### src/design/standby_wakeup_defs.vh
/*
 * Constants for the standby wake-up controller: mode codes, edge codes,
 * warm-up select codes and counts.
 * Assumes it is included by bare name from files under design/.
 */
//
// Functional notes
// - Unmasked wake interrupt above mask level resumes in service routine, then next instruction.
// - Masked wake interrupt restarts at the standby instruction; request stays pending.
// - Nonmaskable wake interrupt is always serviced regardless of mask level.
// - Reset ends any standby; RAM kept, all other state initialized.
// - Interrupt wake-up keeps every internal state as before standby.
// - Idle wakes on all but DMA-complete outside doze; sleep on NMI, pins 0-4, RTC; stop on NMI, pins 0-4.
// - Stop wake starts warm-up; execution and clock output resume only after it.
// - DMA-complete wakes only from doze idle, ignored elsewhere.
// - Stop halts all activity including the oscillator.
// - Stop exit enters normal or slow per three return bits set beforehand.
// - Warm-up select 01 gives 2^8, 10 gives 2^14, 11 gives 2^16 cycles.
// - Warm-up applies even when the low-speed clock keeps running.
// - Stop pin drive bit 0 floats/disables pins, 1 keeps drive; ALE low, osc out high.
// - Pin wake enable routes pins 0-4 and RTC to wake with clock-generator polarity.
// - Pins 0-4 not wake-enabled are judged by the interrupt controller alone.
`ifndef STANDBY_WAKEUP_DEFS_VH
`define STANDBY_WAKEUP_DEFS_VH

// Standby request codes
`define MODE_IDLE 2'h1
`define MODE_SLEEP 2'h2
`define MODE_STOP 2'h3

// Wake edge field codes per source
`define EDGE_FALL 2'h2
`define EDGE_RISE 2'h3
`define EDGE_LOW 2'h0
`define EDGE_HIGH 2'h1

// Warm-up select codes and cycle counts
`define WUP_SEL_8 2'h1
`define WUP_SEL_14 2'h2
`define WUP_SEL_16 2'h3
`define WUP_CNT_8 17'h0_0100
`define WUP_CNT_14 17'h0_4000
`define WUP_CNT_16 17'h1_0000
`define WUP_CNT_W 17

`endif

### src/design/wake_edge_detect.v
/*
 * One wake pin edge/level detector with sticky request.
 * Assumes the pin input is already synchronised to clk_i.
 */
`timescale 1ns/1ns
`default_nettype none
module wake_edge_detect (
    // Clock and reset
    input wire clk_i,
    input wire rst_i,
    // Pin and config
    input wire pin_i,
    input wire [1:0] edge_sel_i,
    input wire clear_i,
    // Result
    output reg hit_o
);
`include "standby_wakeup_defs.vh"

    reg last_reg;
    reg event_w;

    // Decode the chosen sensitivity
    always @* begin
        case (edge_sel_i)
            `EDGE_FALL: event_w = last_reg & ~pin_i;
            `EDGE_RISE: event_w = ~last_reg & pin_i;
            `EDGE_HIGH: event_w = pin_i;
            default: event_w = ~pin_i;
        endcase
    end

    // Sticky request; a new event beats a clear in the same cycle
    always @(posedge clk_i) begin
        if (rst_i) begin
            last_reg <= 1'b0;
            hit_o <= 1'b0;
        end else begin
            last_reg <= pin_i;
            if (event_w)
                hit_o <= 1'b1;
            else if (clear_i)
                hit_o <= 1'b0;
        end
    end
endmodule
`default_nettype wire

### src/design/warmup_timer.v
/*
 * Oscillator warm-up counter.
 * Assumes start_i is a one-cycle pulse and the clock runs while counting.
 */
`timescale 1ns/1ns
`default_nettype none
module warmup_timer #(
    parameter CNT_W = 17
) (
    // Clock and reset
    input wire clk_i,
    input wire rst_i,
    // Control
    input wire start_i,
    input wire [1:0] sel_i,
    // Status
    output reg busy_o,
    output reg done_o
);
`include "standby_wakeup_defs.vh"

    reg [CNT_W-1:0] count_reg;
    reg [CNT_W-1:0] limit_w;

    // Select count; unknown code falls back to the longest
    always @* begin
        case (sel_i)
            `WUP_SEL_8: limit_w = `WUP_CNT_8;
            `WUP_SEL_14: limit_w = `WUP_CNT_14;
            default: limit_w = `WUP_CNT_16;
        endcase
    end

    // Count from zero; done is a single-cycle pulse
    always @(posedge clk_i) begin
        if (rst_i) begin
            count_reg <= {CNT_W{1'b0}};
            busy_o <= 1'b0;
            done_o <= 1'b0;
        end else begin
            done_o <= 1'b0;
            if (start_i) begin
                count_reg <= {CNT_W{1'b0}};
                busy_o <= 1'b1;
            end else if (busy_o) begin
                if (count_reg == limit_w - 1'b1) begin
                    busy_o <= 1'b0;
                    done_o <= 1'b1;
                end else begin
                    count_reg <= count_reg + 1'b1;
                end
            end
        end
    end
endmodule
`default_nettype wire

### src/design/standby_wakeup_control.v
/*
 * Standby exit controller: wake source qualification, resume decision,
 * warm-up timing, return clock mode and stop-time pin behaviour.
 * Assumes core and interrupt controller signals are on clk_i; wake pins
 * and NMI are asynchronous and are synchronised here.
 */
`timescale 1ns/1ns
`default_nettype none
module standby_wakeup_control #(
    parameter NPIN = 5,
    parameter NSRC = 8
) (
    // Clock and reset
    input wire clk_i,
    input wire rst_i,
    // Core standby request
    input wire standby_req_i,
    input wire doze_i,
    input wire [1:0] standby_mode_i,
    input wire [2:0] core_mask_level_i,
    // Interrupt controller request
    input wire irq_pending_i,
    input wire [2:0] irq_level_i,
    input wire watchdog_irq_i,
    input wire dma_done_irq_i,
    input wire [NSRC-1:0] other_irq_i,
    // Asynchronous wake pins
    input wire nmi_pin_i,
    input wire [NPIN-1:0] ext_pin_i,
    input wire rtc_irq_i,
    // Clock generator wake config
    input wire [NPIN:0] pin_wake_enable_i,
    input wire [2*NPIN+1:0] cg_wake_edge_field_i,
    input wire [NPIN:0] cg_request_clear_i,
    input wire [1:0] warmup_select_i,
    input wire stop_pin_drive_bit_i,
    input wire return_fast_osc_enable_i,
    input wire return_slow_osc_enable_i,
    input wire return_sysclk_select_i,
    // Core resume controls
    output reg core_run_o,
    output reg resume_isr_o,
    output reg resume_restart_o,
    output reg nmi_service_o,
    // Clocking and pins
    output reg osc_enable_o,
    output reg sysclk_out_enable_o,
    output reg slow_mode_o,
    output reg fast_osc_on_o,
    output reg slow_osc_on_o,
    output reg pin_out_enable_o,
    output reg pin_in_enable_o,
    output reg ale_force_low_o,
    output reg osc_out_force_high_o,
    output reg [1:0] state_o,
    output reg [NPIN:0] cg_wake_pending_o
);
`include "standby_wakeup_defs.vh"

    // =====================================================================
    // States
    localparam [2:0] ST_RUN = 3'h0;
    localparam [2:0] ST_IDLE = 3'h1;
    localparam [2:0] ST_SLEEP = 3'h2;
    localparam [2:0] ST_STOP = 3'h3;
    localparam [2:0] ST_WARM = 3'h4;

    reg [2:0] state_reg;
    reg [2:0] state_next;
    reg doze_reg;
    reg stop_exit_reg;

    // =====================================================================
    // Synchronisers for asynchronous pins
    reg [NPIN+1:0] sync1_reg;
    reg [NPIN+1:0] sync2_reg;
    always @(posedge clk_i) begin
        if (rst_i) begin
            sync1_reg <= {(NPIN+2){1'b0}};
            sync2_reg <= {(NPIN+2){1'b0}};
        end else begin
            sync1_reg <= {nmi_pin_i, rtc_irq_i, ext_pin_i};
            sync2_reg <= sync1_reg;
        end
    end

    wire nmi_s = sync2_reg[NPIN+1];
    wire [NPIN:0] cg_pin_s = sync2_reg[NPIN:0];

    // =====================================================================
    // Clock-generator wake detectors, one per pin plus RTC
    wire [NPIN:0] cg_hit;
    genvar gi;
    generate
        for (gi = 0; gi <= NPIN; gi = gi + 1) begin : g_det
            wake_edge_detect u_det (
                .clk_i(clk_i),
                .rst_i(rst_i),
                .pin_i(cg_pin_s[gi]),
                .edge_sel_i(cg_wake_edge_field_i[2*gi+1:2*gi]),
                .clear_i(cg_request_clear_i[gi]),
                .hit_o(cg_hit[gi])
            );
        end
    endgenerate

    // Only enabled pins count; disabled ones are left to the controller
    wire [NPIN:0] cg_wake = cg_hit & pin_wake_enable_i;
    wire pin_wake = |cg_wake[NPIN-1:0];
    wire rtc_wake = cg_wake[NPIN];

    // NMI falling edge, seen only after the second flip-flop
    reg nmi_last_reg;
    wire nmi_event = nmi_last_reg & ~nmi_s;

    // =====================================================================
    // Wake qualification per standby state
    reg wake_w;
    always @* begin
        case (state_reg)
            ST_IDLE: wake_w = nmi_event | irq_pending_i | watchdog_irq_i | pin_wake
                | rtc_wake | (|other_irq_i) | (dma_done_irq_i & doze_reg);
            ST_SLEEP: wake_w = nmi_event | pin_wake | rtc_wake;
            ST_STOP: wake_w = nmi_event | pin_wake;
            default: wake_w = 1'b0;
        endcase
    end

    // Resume decision for the interrupt that woke the core
    wire unmasked = irq_pending_i & (irq_level_i > core_mask_level_i);

    // =====================================================================
    // Warm-up timer
    wire warm_start = wake_w & ((state_reg == ST_STOP) | (state_reg == ST_SLEEP));
    wire warm_busy;
    wire warm_done;
    warmup_timer #(
        .CNT_W(`WUP_CNT_W)
    ) u_warm (
        .clk_i(clk_i),
        .rst_i(rst_i),
        .start_i(warm_start),
        .sel_i(warmup_select_i),
        .busy_o(warm_busy),
        .done_o(warm_done)
    );

    // =====================================================================
    // Next state
    always @* begin
        state_next = state_reg;
        case (state_reg)
            ST_RUN: begin
                if (standby_req_i) begin
                    if (doze_i)
                        state_next = ST_IDLE;
                    else if (standby_mode_i == `MODE_SLEEP)
                        state_next = ST_SLEEP;
                    else if (standby_mode_i == `MODE_STOP)
                        state_next = ST_STOP;
                    else
                        state_next = ST_IDLE;
                end
            end
            ST_IDLE: begin
                if (wake_w)
                    state_next = ST_RUN;
            end
            ST_SLEEP, ST_STOP: begin
                if (warm_start)
                    state_next = ST_WARM;
            end
            ST_WARM: begin
                if (warm_done)
                    state_next = ST_RUN;
            end
            default: state_next = ST_RUN;
        endcase
    end

    // Wake cause latched on entry to warm-up so the decision uses it later
    reg nmi_cause_reg;
    wire leaving = (state_reg != ST_RUN) & (state_next == ST_RUN);

    // =====================================================================
    // State and outputs; reset initializes everything here, RAM is outside
    always @(posedge clk_i) begin
        if (rst_i) begin
            state_reg <= ST_RUN;
            doze_reg <= 1'b0;
            stop_exit_reg <= 1'b0;
            nmi_last_reg <= 1'b0;
            nmi_cause_reg <= 1'b0;
            core_run_o <= 1'b1;
            resume_isr_o <= 1'b0;
            resume_restart_o <= 1'b0;
            nmi_service_o <= 1'b0;
            osc_enable_o <= 1'b1;
            sysclk_out_enable_o <= 1'b1;
            slow_mode_o <= 1'b0;
            fast_osc_on_o <= 1'b1;
            slow_osc_on_o <= 1'b1;
            pin_out_enable_o <= 1'b1;
            pin_in_enable_o <= 1'b1;
            ale_force_low_o <= 1'b0;
            osc_out_force_high_o <= 1'b0;
            state_o <= 2'h0;
            cg_wake_pending_o <= {(NPIN+1){1'b0}};
        end else begin
            state_reg <= state_next;
            nmi_last_reg <= nmi_s;
            cg_wake_pending_o <= cg_hit;
            resume_isr_o <= 1'b0;
            resume_restart_o <= 1'b0;
            nmi_service_o <= 1'b0;
            if (state_reg == ST_RUN && state_next != ST_RUN) begin
                doze_reg <= doze_i;
                stop_exit_reg <= (state_next == ST_STOP);
                nmi_cause_reg <= 1'b0;
            end
            if (wake_w && nmi_event)
                nmi_cause_reg <= 1'b1;
            // Resume decision; core state itself is untouched by wake-up
            if (leaving) begin
                if (nmi_event | nmi_cause_reg)
                    nmi_service_o <= 1'b1;
                else if (unmasked)
                    resume_isr_o <= 1'b1;
                else
                    resume_restart_o <= 1'b1;
                // Return clock mode applies only after stop
                if (stop_exit_reg) begin
                    slow_mode_o <= return_sysclk_select_i;
                    fast_osc_on_o <= return_fast_osc_enable_i;
                    slow_osc_on_o <= return_slow_osc_enable_i;
                end
            end
            // Core and clock output run only outside standby and warm-up
            core_run_o <= (state_next == ST_RUN);
            sysclk_out_enable_o <= (state_next == ST_RUN);
            // Oscillator off in stop only; restarts for warm-up
            osc_enable_o <= (state_next != ST_STOP);
            // Stopped pin behaviour
            if (state_next == ST_STOP) begin
                pin_out_enable_o <= stop_pin_drive_bit_i;
                pin_in_enable_o <= stop_pin_drive_bit_i;
                ale_force_low_o <= 1'b1;
                osc_out_force_high_o <= 1'b1;
            end else begin
                pin_out_enable_o <= 1'b1;
                pin_in_enable_o <= 1'b1;
                ale_force_low_o <= 1'b0;
                osc_out_force_high_o <= 1'b0;
            end
            state_o <= (state_next == ST_WARM) ? `MODE_STOP : state_next[1:0];
        end
    end

    // Warm-up busy is visible for debug through state; keep it read
    wire unused_ok = warm_busy;
endmodule
`default_nettype wire

### config.mk
export PLATFORM = sky130hd
export DESIGN_NAME = standby_wakeup_control
export DESIGN_NICKNAME = d
export VERILOG_FILES = /design/src/design/wake_edge_detect.v /design/src/design/warmup_timer.v /design/src/design/standby_wakeup_control.v
export VERILOG_INCLUDE_DIRS = /design/src /design/src/design
export SDC_FILE = /design/constraint.sdc
export NUM_CORES = 1
export LEC_CHECK = 0
export BUFFER_PORTS_ARGS = -buffer_cell sky130_fd_sc_hd__buf_2
export CAP_MARGIN = 10
export CORE_MARGIN = 10
export CORE_UTILIZATION = 30
export CTS_CLUSTER_DIAMETER = 50
export CTS_CLUSTER_SIZE = 16
export DETAILED_ROUTE_END_ITERATION = 10
export PLACE_DENSITY = 0.48
export SYNTH_ARGS = -nofsm -noshare
export SYNTH_HDL_FRONTEND = slang
export SYNTH_SLANG_ARGS = --single-unit
### constraint.sdc
create_clock -name clk_i -period 2.4 [get_ports clk_i]
set_input_delay 0.6 -clock clk_i [delete_from_list [all_inputs] [get_ports clk_i]]
set_output_delay 0.6 -clock clk_i [all_outputs]
set_load 0.02 [all_outputs]
After elaboration in Yosys (flattened, before gate mapping)
Cells that the tools add are included.
- flip-flop bits (word level): 70
- latch bits: 0
- bits in writable memories: 0
- bits in read-only memories: 0
- bits of input ports: 60
- memories: 0
- $add $sub $neg: 2
- $mul: 0
- divide/modulo/power cells: 0
- magnitude comparators: 1
- eq/ne operators: 30
- shifts and indexed selects: 0
- multiplexer cells: 39
- bitwise gates (word level): 45
- reduce and logical (&&, ||, !) cells: 23
- operator list (kind ; number):
    $pmux 17 s2 ; 1
    $eq 2x2->1 const B ; 15
    $mux 1 ; 22
    $pmux 1 s3 ; 7
    $add 17x1->17 const B ; 1
    $and 1x1->1 ; 17
    $eq 17x17->1 ; 1
    $not 1->1 ; 17
    $sub 17x1->17 const B ; 1
    $eq 2x1->1 const B ; 7
    $reduce_bool 2->1 ; 7
    $mux 3 ; 4
    $pmux 3 s4 ; 1
    $or 1x1->1 ; 10
    $eq 3x2->1 const B ; 3
    $mux 2 ; 4
    $reduce_or 2->1 ; 4
    $reduce_or 8->1 ; 1
    $and 6x6->6 ; 1
    $eq 3x3->1 const B ; 2
    $logic_not 3->1 ; 2
    $reduce_bool 3->1 ; 2
    $reduce_or 3->1 ; 2
    $reduce_or 5->1 ; 1
    5 further kinds ; 7

Longest topological paths before layout
Gate-level depths: netlist (run 1).
- depth in word-level cells: 16
- mapped depth: 8
- mapped depth without buffers: 7

Hierarchy
From an unflattened synthesis (run 1), not the netlist that was laid out.
- cells, all modules: 333
- area, all modules: 3039.2 um2
- by module, submodules not included (module ; instances ; cells each ; area each (um2) ; sequential area each (um2)):
    standby_wakeup_control ; 1 ; 162 ; 1624.1 ; 780.7
    warmup_timer ; 1 ; 111 ; 934.6 ; 380.4
    wake_edge_detect ; 6 ; 10 ; 80.1 ; 40.0

Least setup slack after synthesis (run 1)
Ideal clock, no wire load.
- kind: in2reg
- from: input warmup_select_i[1]
- to: register u_warm.count_reg[1]
- setup time: 0.121 ns
- arrival time: 2.181 ns
- required time: 2.279 ns
- slack: 0.098 ns
- stages: 8
- cell sequence: inv_1 > ha_1 > or3_4 > a211o_4 > a211oi_4 > buf_6 > nand3b_1 > a21oi_2
- word-level cells in the longest chain between the ends: 6
- ends and longest elaborated chain (item ; line ; text):
    from (decl) ; standby_wakeup_control.v:35 ; input wire [1:0] warmup_select_i,
    $eq 2x2->1 / $eq 2x1->1 (equally long branches) ; warmup_timer.v:27 ; case (sel_i)
    $pmux 17 s2 (*) ; warmup_timer.v:27 ;
    $sub 17x1->17 (*) ; warmup_timer.v:46 ; if (count_reg == limit_w - 1'b1) begin
    $eq 17x17->1 (*) ; warmup_timer.v:46 ;
    $not 1->1 (no line) (*) ; n/a ;
    $reduce_and 2->1 (no line) (*) ; n/a ;
    to (signal assigned) ; warmup_timer.v:37 ; count_reg <= {CNT_W{1'b0}};
    to (signal assigned) ; warmup_timer.v:43 ; count_reg <= {CNT_W{1'b0}};
    to (signal assigned) ; warmup_timer.v:50 ; count_reg <= count_reg + 1'b1;
    to (decl) ; warmup_timer.v:22 ; reg [CNT_W-1:0] count_reg;
Every way passes the cells marked *; elsewhere a longest branch is shown, timed or not.
A chain may end at the register's enable or synchronous reset.

Worst setup path in the final report (run 1)
- from: input warmup_select_i[0]
- to: register u_warm.count_reg[5]
Same word-level chain as after synthesis.

==> summary.txt, run 1 <==
Final layout
  – Fill cell count: 1027
  – Layout cell share with drive strength beyond 1: 30.8%
  – Storage element area: 1400 sq um
  – Ant diodes: 0
  – Final instance area: 3760 sq um
  – Max FFs per register: 17
  – Area of the multi-input gates: 1490 sq um
  – Final #Nets: 469
  – Layout Area Growth over Synthesis: 25.4%

Synthesis
  – Synth warnings: 0
  – Primary FF master, synth: dfxtp_1
  – Synthesized Nets: 384
  – Syn Std Cell Area: 3000 sq um
  – Main combinational cell family by area after synthesis: simple AND/OR/NAND/NOR gates
  – Post-Synth Adder-Cell Area: 2.09%
  – Post-synthesis mux area share: 0.667%
  – Synth Area in XOR/XNOR: 0%
  – Post-synth EDFFs: 0
  – Synth cell types: 54
  – Seq cells post-synth: 70
  – Simple-gate area share of the yosys netlist: 29.1%
  – Mean Syn Cell Area: 9.41 sq um
  – Compound-Gate Fraction of Synth Area: 17.8%
  – Post-synth ARST share: 0%
  – Mapped Cells: 319
  – Seq/Total Area, Yosys: 46.7%

Routing
  – DR iter-0 viols: 127
  – Vias per cell: 4.67
  – Vias: 2529
  – Number of routed nets with antenna violations: 0
  – WL met2: 3.51 mm
  – Total Wirelength: 7.36 mm
  – Met1 Wirelength: 3.31 mm
  – Wire per inst: 13.6 microns
  – Detailed Routing Iterations Pass 1: 4
  – # DRC: 0
  – Top sig layer: met4
  – Met3 Wirelength: 421 microns

Job
  – Max-capacitance violation count: 0

STA
  – Slew @ Worst Pin: 0.493 ns
  – Unrepaired setup endpoints after global routing: no
  – Crit share post-route: 86.9%
  – Max Clk Rate: 479 MHz
  – Final setup violation count: 0
  – Slew margin rel.: 66.8%
  – Clock skew: 0.0110 ns
  – Hold Fails Final Rpt: 0
  – Final Critical Period: 2.09 ns
  – Max-slew violations: 0
  – Total negative slack: 0 ns

Clocking
  – Worst-Skew Late Latency: 0.35 ns
  – PostCTS Resize Cnt: 0
  – Cts hold-fix bufs: 0
  – Sink Count: 70
  – Post-CTS Setup Inserts: 0
  – Total CTS buffers: 9
  – Worst-path clk slew: 0.08 ns
  – Clk buf depth: 2
  – CTS root buf: clkbuf_8
  – CTS tree: yes
  – H-tree levels: 3

Power and ir drop
  – Internal cell power: 0.00180 W
  – Sw frac: 25.7%
  – Pwr Total: 0.00242 W
  – Combinational power share: 9.3%
  – Max VDD drop: 0.222 mV
  – Seq pwr share: 50.4%
  – Sw power: 0.000623 W
  – PwrDens: 643 nW/um^2
  – Leak: 1.46 nW
  – Clk pwr share: 40.3%

Setup path
  – RR Startpoint: u_warm.count_reg[0]$_SDFFE_PP0P_
  – Critical path capture point type: flop
  – Crit Path Max Fanout: 15
  – Setup CP Type: input pin to flop
  – CP Data Arrival Time: 2.32 ns
  – Flop2flop setup slack: 0.47 ns
  – Worst EP required: 2.63 ns
  – Worst Reg-to-Reg Cells: 6
  – FF-to-FF End: u_warm.count_reg[6]$_SDFFE_PP0P_
  – Critical path launch point type: input pin

Min path
  – Worst hold endpoint: pin_in_enable_o$_SDFF_PP1_
  – WHS Path Cells: 2
  – Min-delay src: stop_pin_drive_bit_i
  – Worst hold path type: input pin to flop

Die
  – Initial core utilization: 30.7%
  – Ports: 81
  – Die ar.: 14400 sq um
  – Core Area: 9770 sq um
  – Die W: 120 microns
  – Die span in y: 120 microns
  – Row count: 36

Global routing
  – Largest net degree at the start of global routing: 42
  – Grt ovf: 0
  – GRT Overall Usage: 10.8%
  – First-pass GRT wire length: 12.8 mm
  – Initial antenna violation count: 0
  – Vias in the first global route: 2673

Placed design
  – IO Port Bufs: 80
  – Post-DP Area: 3560 sq um
  – DP Wirelength: 5.59 mm
  – RePlAce Congestion: 0.762

Run status
  – Outcome: complete, no violations
==> power groups by stage <==
stage	logic, W	clock network [W]	registers (W)
6_report	0.000224	0.000975	0.00122
5_1_grt	0.000253	0.00107	0.00122
4_1_cts	0.000230	0.00101	0.00122
3_5_place_dp	0.000229	0	0.00125
3_3_place_gp	0.000225	0	0.00125
2_1_floorplan	0.000124	0	0.00126
==> worst max-delay path: stages <==
cell and delay (ns):
buf_2 0.10, ha_1 0.31, or3_4 0.34, a211o_4 0.37, a211oi_4 0.25, buf_12 0.17
or4_2 0.12, a21oi_2 0.05
==> layout make-up <==
cell class,instances,share of cell area [%]
Multi-Input combinational cell,228,39.6
Sequential cell,70,37.2
Timing Repair Buffer,87,12.7
Tap cell,133,4.42
Clock buffer,10,3.39
Clock inverter,6,1.86
Inverter,8,0.798
==> Yosys cell counts (all sizes together) (2+ instances only) <==
| cell type | number | area [sq um] |
|---|---|---|
| inv | 8 | 30.0 |
| and3 | 2 | 12.5 |
| clkbuf | 6 | 22.5 |
| dfxtp | 70 | 1400 |
| buf | 7 | 57.6 |
| o21ai | 16 | 91.3 |
| and2 | 2 | 12.5 |
| nor3b | 3 | 22.5 |
| ha | 5 | 62.6 |
| nor2 | 13 | 48.8 |
| or3 | 12 | 88.8 |
| or4b | 2 | 23.8 |
| a21oi | 26 | 168 |
| nor3 | 12 | 60.1 |
| nor4 | 2 | 12.5 |
| o31ai | 6 | 45.0 |
| nand2 | 19 | 73.8 |
| nand3 | 9 | 45.0 |
| nand3b | 2 | 15.0 |
| nor2b | 34 | 213 |
| nand2b | 17 | 114 |
| a211o | 2 | 26.3 |
| mux2i | 2 | 20.0 |
| a31oi | 6 | 37.5 |
| and4 | 2 | 17.5 |
| a22oi | 2 | 15.0 |
| o21bai | 3 | 22.5 |
| or4 | 7 | 55.1 |
| o21a | 3 | 22.5 |
| a211oi | 3 | 35.0 |
| nand4 | 7 | 43.8 |
==> worst max-delay path by stage <==
stage	from	slack, ns	cells after the start	to
CTS	warmup_select_i[0]	0.33	8	u_warm.count_reg[5]$_SDFFE_PP0P_
detailed placement	warmup_select_i[0]	-0.05	8	u_warm.count_reg[1]$_SDFFE_PP0P_
global route	warmup_select_i[0]	0.27	8	u_warm.count_reg[6]$_SDFFE_PP0P_
finish	warmup_select_i[0]	0.31	8	u_warm.count_reg[5]$_SDFFE_PP0P_
global placement	warmup_select_i[0]	-0.01	8	u_warm.count_reg[1]$_SDFFE_PP0P_
floorplan	warmup_select_i[1]	0.1	8	u_warm.count_reg[1]$_SDFFE_PP0P_
==> cells by family after synthesis <==
family,Yosys count
flip-flops,70
AND/OR/NAND/NOR,147
buffers and inverters,21
adder cells (fa/ha/maj),5
multiplexers,2
AO/OA/AOI/OAI,74
==> through the flow <==
step / std cells / util, % / setup slack, ns / hold slack, ns
final: 542 / 38.5 / 0.314 / 0.423
after global placement: 526 / 36.5 / -0.0122 / 0.416
after CTS: 542 / 38.5 / 0.332 / 0.404
after floorplan: 319 / - / 0.0982 / 0.414
after detailed placement: 526 / 36.5 / -0.0523 / 0.426
after global routing: 542 / 38.5 / 0.271 / 0.401
==> placed cells by master, fill, tap and decap left out, drive strengths merged, types with 2 or more instances in the layout <==
| cell | n |
|---|---|
| buf | 87 |
| dfxtp | 70 |
| nor2b | 34 |
| a21oi | 26 |
| nand2 | 19 |
| nand2b | 17 |
| o21ai | 16 |
| nor2 | 13 |
| nor3 | 12 |
| or3 | 12 |
| clkbuf | 10 |
| inv | 10 |
| nand3 | 9 |
| nand4 | 7 |
| or4 | 7 |
| a31oi | 6 |
| o31ai | 6 |
| ha | 5 |
| o21bai | 3 |
| o21a | 3 |
| nor3b | 3 |
| clkinvlp | 3 |
| a211oi | 3 |
| a22oi | 2 |
| nor4 | 2 |
| and3 | 2 |
| mux2i | 2 |
| nand3b | 2 |
| and4 | 2 |
| and2 | 2 |
| or4b | 2 |
| a211o | 2 |
==> per-layer routing <==
layer,vias up,GRT usage [%]
li1,1310,-
met1,1160,12.0
met2,50,18.6
met3,9,3.47
met4,0,4.75
met5,-,0
(Power assumes the default switching activity.)
==> inputs of run 2 (changes only) <==
--- a/config.mk
+++ b/config.mk
@@ -14,6 +14,7 @@
 export CTS_CLUSTER_SIZE = 16
 export DETAILED_ROUTE_END_ITERATION = 10
 export PLACE_DENSITY = 0.48
+export SETUP_SLACK_MARGIN = 0.2
 export SYNTH_ARGS = -nofsm -noshare
 export SYNTH_HDL_FRONTEND = slang
 export SYNTH_SLANG_ARGS = --single-unit
==> constraint.sdc (replaced) <==
create_clock -name clk_i -period 2.4 [get_ports clk_i]
set_input_delay 0.6 -clock clk_i [delete_from_list [all_inputs] [get_ports clk_i]]
set_output_delay 0.6 -clock clk_i [all_outputs]
set_load 0.005 [all_outputs]
==> run 2 against run 1 <==
Effect of this change:
- utilization increased by 0.20 points
- non-clock buffer count increased by 1
- hold slack improved by 0.0070 ns
- sequential share of layout area decreased by 0.20 points
- clock-buffer cell count increased by 1
- first-iteration DRC count increased by 10%
- critical path depth increased by 1
- worst setup slack got worse by 0.00079 ns
- wire length decreased by 2.2%
- design area increased by 0.53%
- combinational power decreased by 4%
- critical path type unchanged
==> summary.txt, run 2 (synthesis gave the netlist of run 1 again) <==
Clocking
  – Post-CTS Setup Inserts: 0 (unchanged)
  – CTS root buf: clkbuf_8
  – H-tree levels: 3 (unchanged)
  – Total CTS buffers: 9 (unchanged)
  – Worst-path clk slew: 0.08 ns (about the same)
  – PostCTS Resize Cnt: 0 (unchanged)
  – Clk buf depth: 2 (unchanged)
  – CTS tree: yes
  – Sink Count: 70 (unchanged)
  – Cts hold-fix bufs: 0 (unchanged)
  – Worst-Skew Late Latency: 0.34 ns (about the same)

Run status
  – Outcome: complete, no violations

Die
  – Die W: 120 microns (unchanged)
  – Die span in y: 120 microns (unchanged)
  – Core Area: 9770 sq um (unchanged)
  – Initial core utilization: 30.7% (unchanged)
  – Die ar.: 14400 sq um (unchanged)
  – Ports: 81 (unchanged)
  – Row count: 36 (unchanged)

Power and ir drop
  – Clk pwr share: 38.1% (-2.2 points)
  – Sw frac: 24.9% (-0.84 points)
  – Seq pwr share: 52.6% (+2.2 points)
  – Internal cell power: 0.00174 W (-3.1%)
  – PwrDens: 613 nW/um^2 (-4.7%)
  – Combinational power share: 9.3% (about the same)
  – Leak: 1.47 nW (+0.45%)
  – Sw power: 0.000577 W (-7.3%)
  – Max VDD drop: 0.242 mV (+9.0%)

Setup path
  – Crit Path Max Fanout: 15 (unchanged)
  – Crit-path max cell delay: 0.39 ns (+0.02 ns)
  – CP cell instances: buf_2 > inv_12 > ha_4 > or3_4 > a211o_4 > a211oi_4 > buf_12 > nand3b_1 > a21oi_2
  – FF-to-FF End: u_warm.count_reg[5]$_SDFFE_PP0P_
  – CP Data Arrival Time: 2.31 ns (about the same)
  – Critical path capture point type: flop
  – Flop2flop setup slack: 0.52 ns (+0.05 ns)
  – Slowest CP cell: or3_4
  – WP buf/inv: 3 (+1)
  – RR Startpoint: u_warm.count_reg[0]$_SDFFE_PP0P_
  – Setup CP Type: input pin to flop
  – Worst EP required: 2.62 ns (about the same)
  – Crit-path leading delay family: compound AO/OA/AOI/OAI gates
  – Critical path launch point type: input pin
  – Worst Reg-to-Reg Cells: 7 (+1)

Placed design
  – RePlAce Congestion: 0.760 (-0.18%)
  – IO Port Bufs: 80 (unchanged)
  – Post-DP Area: 3600 sq um (+0.91%)
  – DP Worst Slack: -0.0392 ns (+0.0131 ns)
  – DP Wirelength: 5.46 mm (-2.2%)

Job
  – Max-capacitance violation count: 0 (unchanged)

Routing
  – Number of routed nets with antenna violations: 0 (unchanged)
  – Detailed Routing Iterations Pass 1: 4 (unchanged)
  – Wire per inst: 13.3 microns (-2.4%)
  – # DRC: 0 (unchanged)
  – Vias: 2510 (-0.75%)
  – Total Wirelength: 7.20 mm (-2.2%)
  – Vias per cell: 4.62 (-0.93%)
  – DR iter-0 viols: 140 (+10%)

STA
  – Unrepaired setup endpoints after global routing: no
  – Crit share post-route: 87.0% (about the same)
  – Slew margin rel.: 70.6% (+3.8 points)
  – PnR worst setup slack: 0.313 ns (-0.000794 ns)
  – Max Clk Rate: 479 MHz (about the same)
  – Max-slew violations: 0 (unchanged)
  – Slew @ Worst Pin: 0.437 ns (-0.0559 ns)
  – Final Critical Period: 2.09 ns (+0.000794 ns)
  – Final hold slack: 0.430 ns (+0.00704 ns)
  – Hold Fails Final Rpt: 0 (unchanged)
  – Clock skew: 0.0104 ns (-0.000643 ns)
  – Final setup violation count: 0 (unchanged)

Min path
  – Min-delay src: sync1_reg[1]$_SDFF_PP0_
  – WHS Path Cells: 1 (-1)
  – Worst hold endpoint: sync2_reg[1]$_SDFF_PP0_
  – Worst hold path type: flop to flop

Global routing
  – Largest net degree at the start of global routing: 41 (-2.4%)
  – Initial antenna violation count: 0 (unchanged)
  – GRT Max-Usage Layer: met2
  – GR Util met3: 3.98% (+0.52 points)
  – Met2 Use GR: 16.8% (-1.8 points)
  – GRT Overall Usage: 10.2% (-0.68 points)
  – Vias in the first global route: 2492 (-6.8%)
  – Grt ovf: 0 (unchanged)
  – Global routing usage on met1: 11.6% (-0.44 points)
  – First-pass GRT wire length: 12.0 mm (-6.4%)

Final layout
  – Layout Area Growth over Synthesis: 26.1%
  – Commonest non-fill, non-tap cell in the layout: buf_2
  – Layout cell share with drive strength beyond 1: 31.7% (+0.90 points)
  – Final instance area: 3780 sq um (+0.53%)
  – Fill cell count: 1007 (-1.9%)
  – Most frequent cells in the layout: buf_2 (80), dfxtp_1 (70), nor2b_1 (34), nand2_1 (18), a21oi_1 (18)
  – Max FFs per register: 17 (unchanged)
  – Ant diodes: 0 (unchanged)
  – Final #Nets: 470 (+0.21%)
## run 2: stage by stage
step	instances	setup TNS [ns]	util (%)	total power, W
global placement	527	-0.124	36.8	0.00146
global route	543	0	38.7	0.00244
finish	543	0	38.7	0.00232
CTS	543	0	38.7	0.00236
floorplan	319	0	-	0.00137
detailed placement	527	-0.214	36.8	0.00147
## run 2: final cells by class
| type | count | area, sq um | share of cell area [%] |
|---|---|---|---|
| Timing Repair Buffer | 88 | 485 | 12.8 |
| Sequential cell | 70 | 1400 | 37.0 |
| Tap cell | 133 | 166 | 4.40 |
| Multi-Input combinational cell | 228 | 1500 | 39.7 |
| Inverter | 8 | 42.5 | 1.12 |
| Clock inverter | 5 | 33.8 | 0.893 |
| Clock buffer | 11 | 151 | 4.00 |
## run 2: worst max path at each step
| stage | from | to | slack (ns) | depth (start not counted) |
|---|---|---|---|---|
| after floorplan | warmup_select_i[1] | u_warm.count_reg[1]$_SDFFE_PP0P_ | 0.17 | 8 |
| after global placement | warmup_select_i[1] | u_warm.count_reg[1]$_SDFFE_PP0P_ | -0.03 | 9 |
| after detailed placement | warmup_select_i[1] | u_warm.count_reg[1]$_SDFFE_PP0P_ | -0.04 | 9 |
| after CTS | warmup_select_i[1] | u_warm.count_reg[1]$_SDFFE_PP0P_ | 0.33 | 9 |
| after global routing | warmup_select_i[1] | u_warm.count_reg[1]$_SDFFE_PP0P_ | 0.27 | 9 |
| final | warmup_select_i[1] | u_warm.count_reg[1]$_SDFFE_PP0P_ | 0.31 | 9 |
## run 2: metal layers
layer  wire, microns  part of all wire, %
met2            3450                   48
met5               0                    0
met1            3230                   45
met4              78                  1.1
met3             437                  6.1
## run 2: power by group through the flow
| stage | sequential [W] | combinational (W) | clock (W) |
|---|---|---|---|
| final | 0.00122 | 0.000214 | 0.000883 |
| after global routing | 0.00122 | 0.000241 | 0.000976 |
| after CTS | 0.00122 | 0.000219 | 0.000925 |
| after detailed placement | 0.00125 | 0.000218 | 0 |
| after global placement | 0.00125 | 0.000216 | 0 |
| after floorplan | 0.00124 | 0.000124 | 0 |
==> inputs of run 3 (changes only) <==
--- a/config.mk
+++ b/config.mk
@@ -14,6 +14,7 @@
 export CTS_CLUSTER_SIZE = 16
 export DETAILED_ROUTE_END_ITERATION = 10
 export PLACE_DENSITY = 0.48
+export RECOVER_POWER = 100
 export SETUP_SLACK_MARGIN = 0.2
 export SYNTH_ARGS = -nofsm -noshare
 export SYNTH_HDL_FRONTEND = slang
==> run 3 against run 2 <==
Effect of this change:
- design area fell by 2.0%
- critical path type unchanged
- register-to-register slack got worse by 0.18 ns
- power fell by 0.52%
- final cell count did not move
- flip-flop and latch count did not move
==> summary.txt, run 3 (synthesis gave the netlist of run 1 again) <==
Routing
  – Vias: 2516 (+0.24%)
  – Vias per cell: 4.63 (+0.24%)
  – Detailed Routing Iterations Pass 1: 4 (unchanged)
  – DR iter-0 viols: 98 (-30%)
  – Total Wirelength: 7.19 mm (-0.14%)
  – Wire per inst: 13.2 microns (-0.14%)
  – # DRC: 0 (unchanged)
  – Number of routed nets with antenna violations: 0 (unchanged)

Power and ir drop
  – Internal cell power: 0.00173 W (-0.44%)
  – PwrDens: 621 nW/um^2 (+1.5%)
  – Combinational power share: 8.8% (-0.5 points)
  – Sw power: 0.000572 W (-0.79%)
  – Clk pwr share: 38.3% (+0.2 points)
  – Leak: 1.40 nW (-4.9%)
  – Max VDD drop: 0.242 mV (about the same)
  – Seq pwr share: 52.9% (+0.3 points)
  – Sw frac: 24.8% (-0.067 points)

Clocking
  – Total CTS buffers: 9 (unchanged)
  – Worst-path clk slew: 0.08 ns (about the same)
  – PostCTS Resize Cnt: 0 (unchanged)
  – Sink Count: 70 (unchanged)
  – Post-CTS Setup Inserts: 0 (unchanged)
  – CTS root buf: clkbuf_8
  – Clk buf depth: 2 (unchanged)
  – Worst-Skew Late Latency: 0.34 ns (about the same)
  – H-tree levels: 3 (unchanged)
  – CTS tree: yes
  – Cts hold-fix bufs: 0 (unchanged)

Setup path
  – Critical path launch point type: input pin
  – CP Data Arrival Time: 2.40 ns (+0.09 ns)
  – Critical path capture point type: flop
  – Crit Path Max Fanout: 15 (unchanged)
  – Setup CP Type: input pin to flop
  – Worst EP required: 2.62 ns (about the same)

Final layout
  – Final #Nets: 470 (unchanged)
  – Layout cell share with drive strength beyond 1: 25.4% (-6.3 points)
  – Max FFs per register: 17 (unchanged)
  – Layout Area Growth over Synthesis: 23.6%
  – Commonest non-fill, non-tap cell in the layout: dfxtp_1
  – Most frequent cells in the layout: dfxtp_1 (70), buf_2 (64), nor2b_1 (34), a21oi_1 (21), clkbuf_1 (19)
  – Final instance area: 3710 sq um (-2.0%)
  – Ant diodes: 0 (unchanged)
  – Finished Core Util: 37.9% (-0.76 points)

Min path
  – Worst hold path type: flop to flop

STA
  – Hold Fails Final Rpt: 0 (unchanged)
  – Final setup violation count: 0 (unchanged)
  – Unrepaired setup endpoints after global routing: no
  – Crit share post-route: 90.8% (+3.9 points)
  – Max Clk Rate: 459 MHz (-4.3%)
  – Final Critical Period: 2.18 ns (+0.0929 ns)
  – Slew @ Worst Pin: 0.761 ns (+0.324 ns)
  – Slew margin rel.: 49.3% (-21 points)
  – Clock skew: 0.0102 ns (-0.000153 ns)
  – Max-slew violations: 0 (unchanged)

Global routing
  – Grt ovf: 0 (unchanged)
  – First-pass GRT wire length: 12.0 mm (unchanged)
  – GRT Overall Usage: 10.2% (unchanged)
  – Initial antenna violation count: 0 (unchanged)
  – Largest net degree at the start of global routing: 41 (unchanged)
  – Vias in the first global route: 2492 (unchanged)

Run status
  – Outcome: complete, no violations

Placed design
  – Post-DP Area: 3600 sq um (unchanged)
  – IO Port Bufs: 80 (unchanged)
  – DP Wirelength: 5.46 mm (unchanged)
  – RePlAce Congestion: 0.760 (unchanged)

Die
  – Die ar.: 14400 sq um (unchanged)
  – Core Area: 9770 sq um (unchanged)
  – Die span in y: 120 microns (unchanged)
  – Die W: 120 microns (unchanged)
  – Initial core utilization: 30.7% (unchanged)
  – Row count: 36 (unchanged)
  – Ports: 81 (unchanged)

Job
  – Max-capacitance violation count: 0 (unchanged)
-- run 3: cell types whose count changed in the layout (fill, tap and decap cells not counted), moves of 2 or more --
cell      previous run  this run
buf_2               80        64
o21ai_0             10        12
buf_4                6         2
a21oi_1             18        21
clkbuf_1             0        19
a21oi_2              7         4
-- run 3: worst paths after layout --
check	slack [ns]	startpoint	end	cells after the start
max	0.22	warmup_select_i[1]	u_warm.count_reg[1]$_SDFFE_PP0P_	9
min	0.43	sync1_reg[5]$_SDFF_PP0_	sync2_reg[5]$_SDFF_PP0_	1
max reg2reg	0.34	state_reg[1]$_SDFF_PP0_	pin_in_enable_o$_SDFF_PP1_	5
min reg2reg	0.43	sync1_reg[5]$_SDFF_PP0_	sync2_reg[5]$_SDFF_PP0_	1
-- run 3: layout make-up --
cell class / instances / area, sq um
fill: 1026 / 6070
multi-input combinational: 228 / 1460
sequential: 70 / 1400
clock buffer: 11 / 151
tap: 133 / 166
clock inverter: 5 / 33.8
timing repair buffer: 88 / 452
inverter: 8 / 42.5
-- run 3: metrics by stage --
stage          power (W)  TNS [ns]  instances  hold slack (ns)  worst slack (ns)
3_5_place_dp     0.00147    -0.214        527            0.420           -0.0392
4_1_cts          0.00236         0        543            0.414             0.335
5_1_grt          0.00243         0        543            0.424             0.139
3_3_place_gp     0.00146    -0.124        527            0.415           -0.0274
2_1_floorplan    0.00137         0        319            0.414             0.168
6_report         0.00230         0        543            0.429             0.220
-- run 3: metal layers --
layer | vias up | track usage, % | share of wire, %
li1 | 1318 | - | -
met5 | - | 0 | 0
met4 | 0 | 3.85 | 1.1
met2 | 51 | 16.8 | 48
met3 | 5 | 3.98 | 5.7
met1 | 1142 | 11.6 | 45
-- run 3: worst max-delay path, stage by stage --
cell and delay, ns:
clkbuf_1 0.26, inv_12 0.03, ha_4 0.23, or3_4 0.38, a211o_1 0.33, a211oi_4 0.21
buf_12 0.17, nand3b_1 0.12, a21oi_2 0.06
-- run 3: power groups by stage --
stage | clock, W | combinational, W | sequential, W
2_1_floorplan | 0 | 0.000124 | 0.00124
3_3_place_gp | 0 | 0.000216 | 0.00125
3_5_place_dp | 0 | 0.000218 | 0.00125
4_1_cts | 0.000925 | 0.000219 | 0.00122
5_1_grt | 0.000976 | 0.000230 | 0.00123
6_report | 0.000882 | 0.000203 | 0.00122
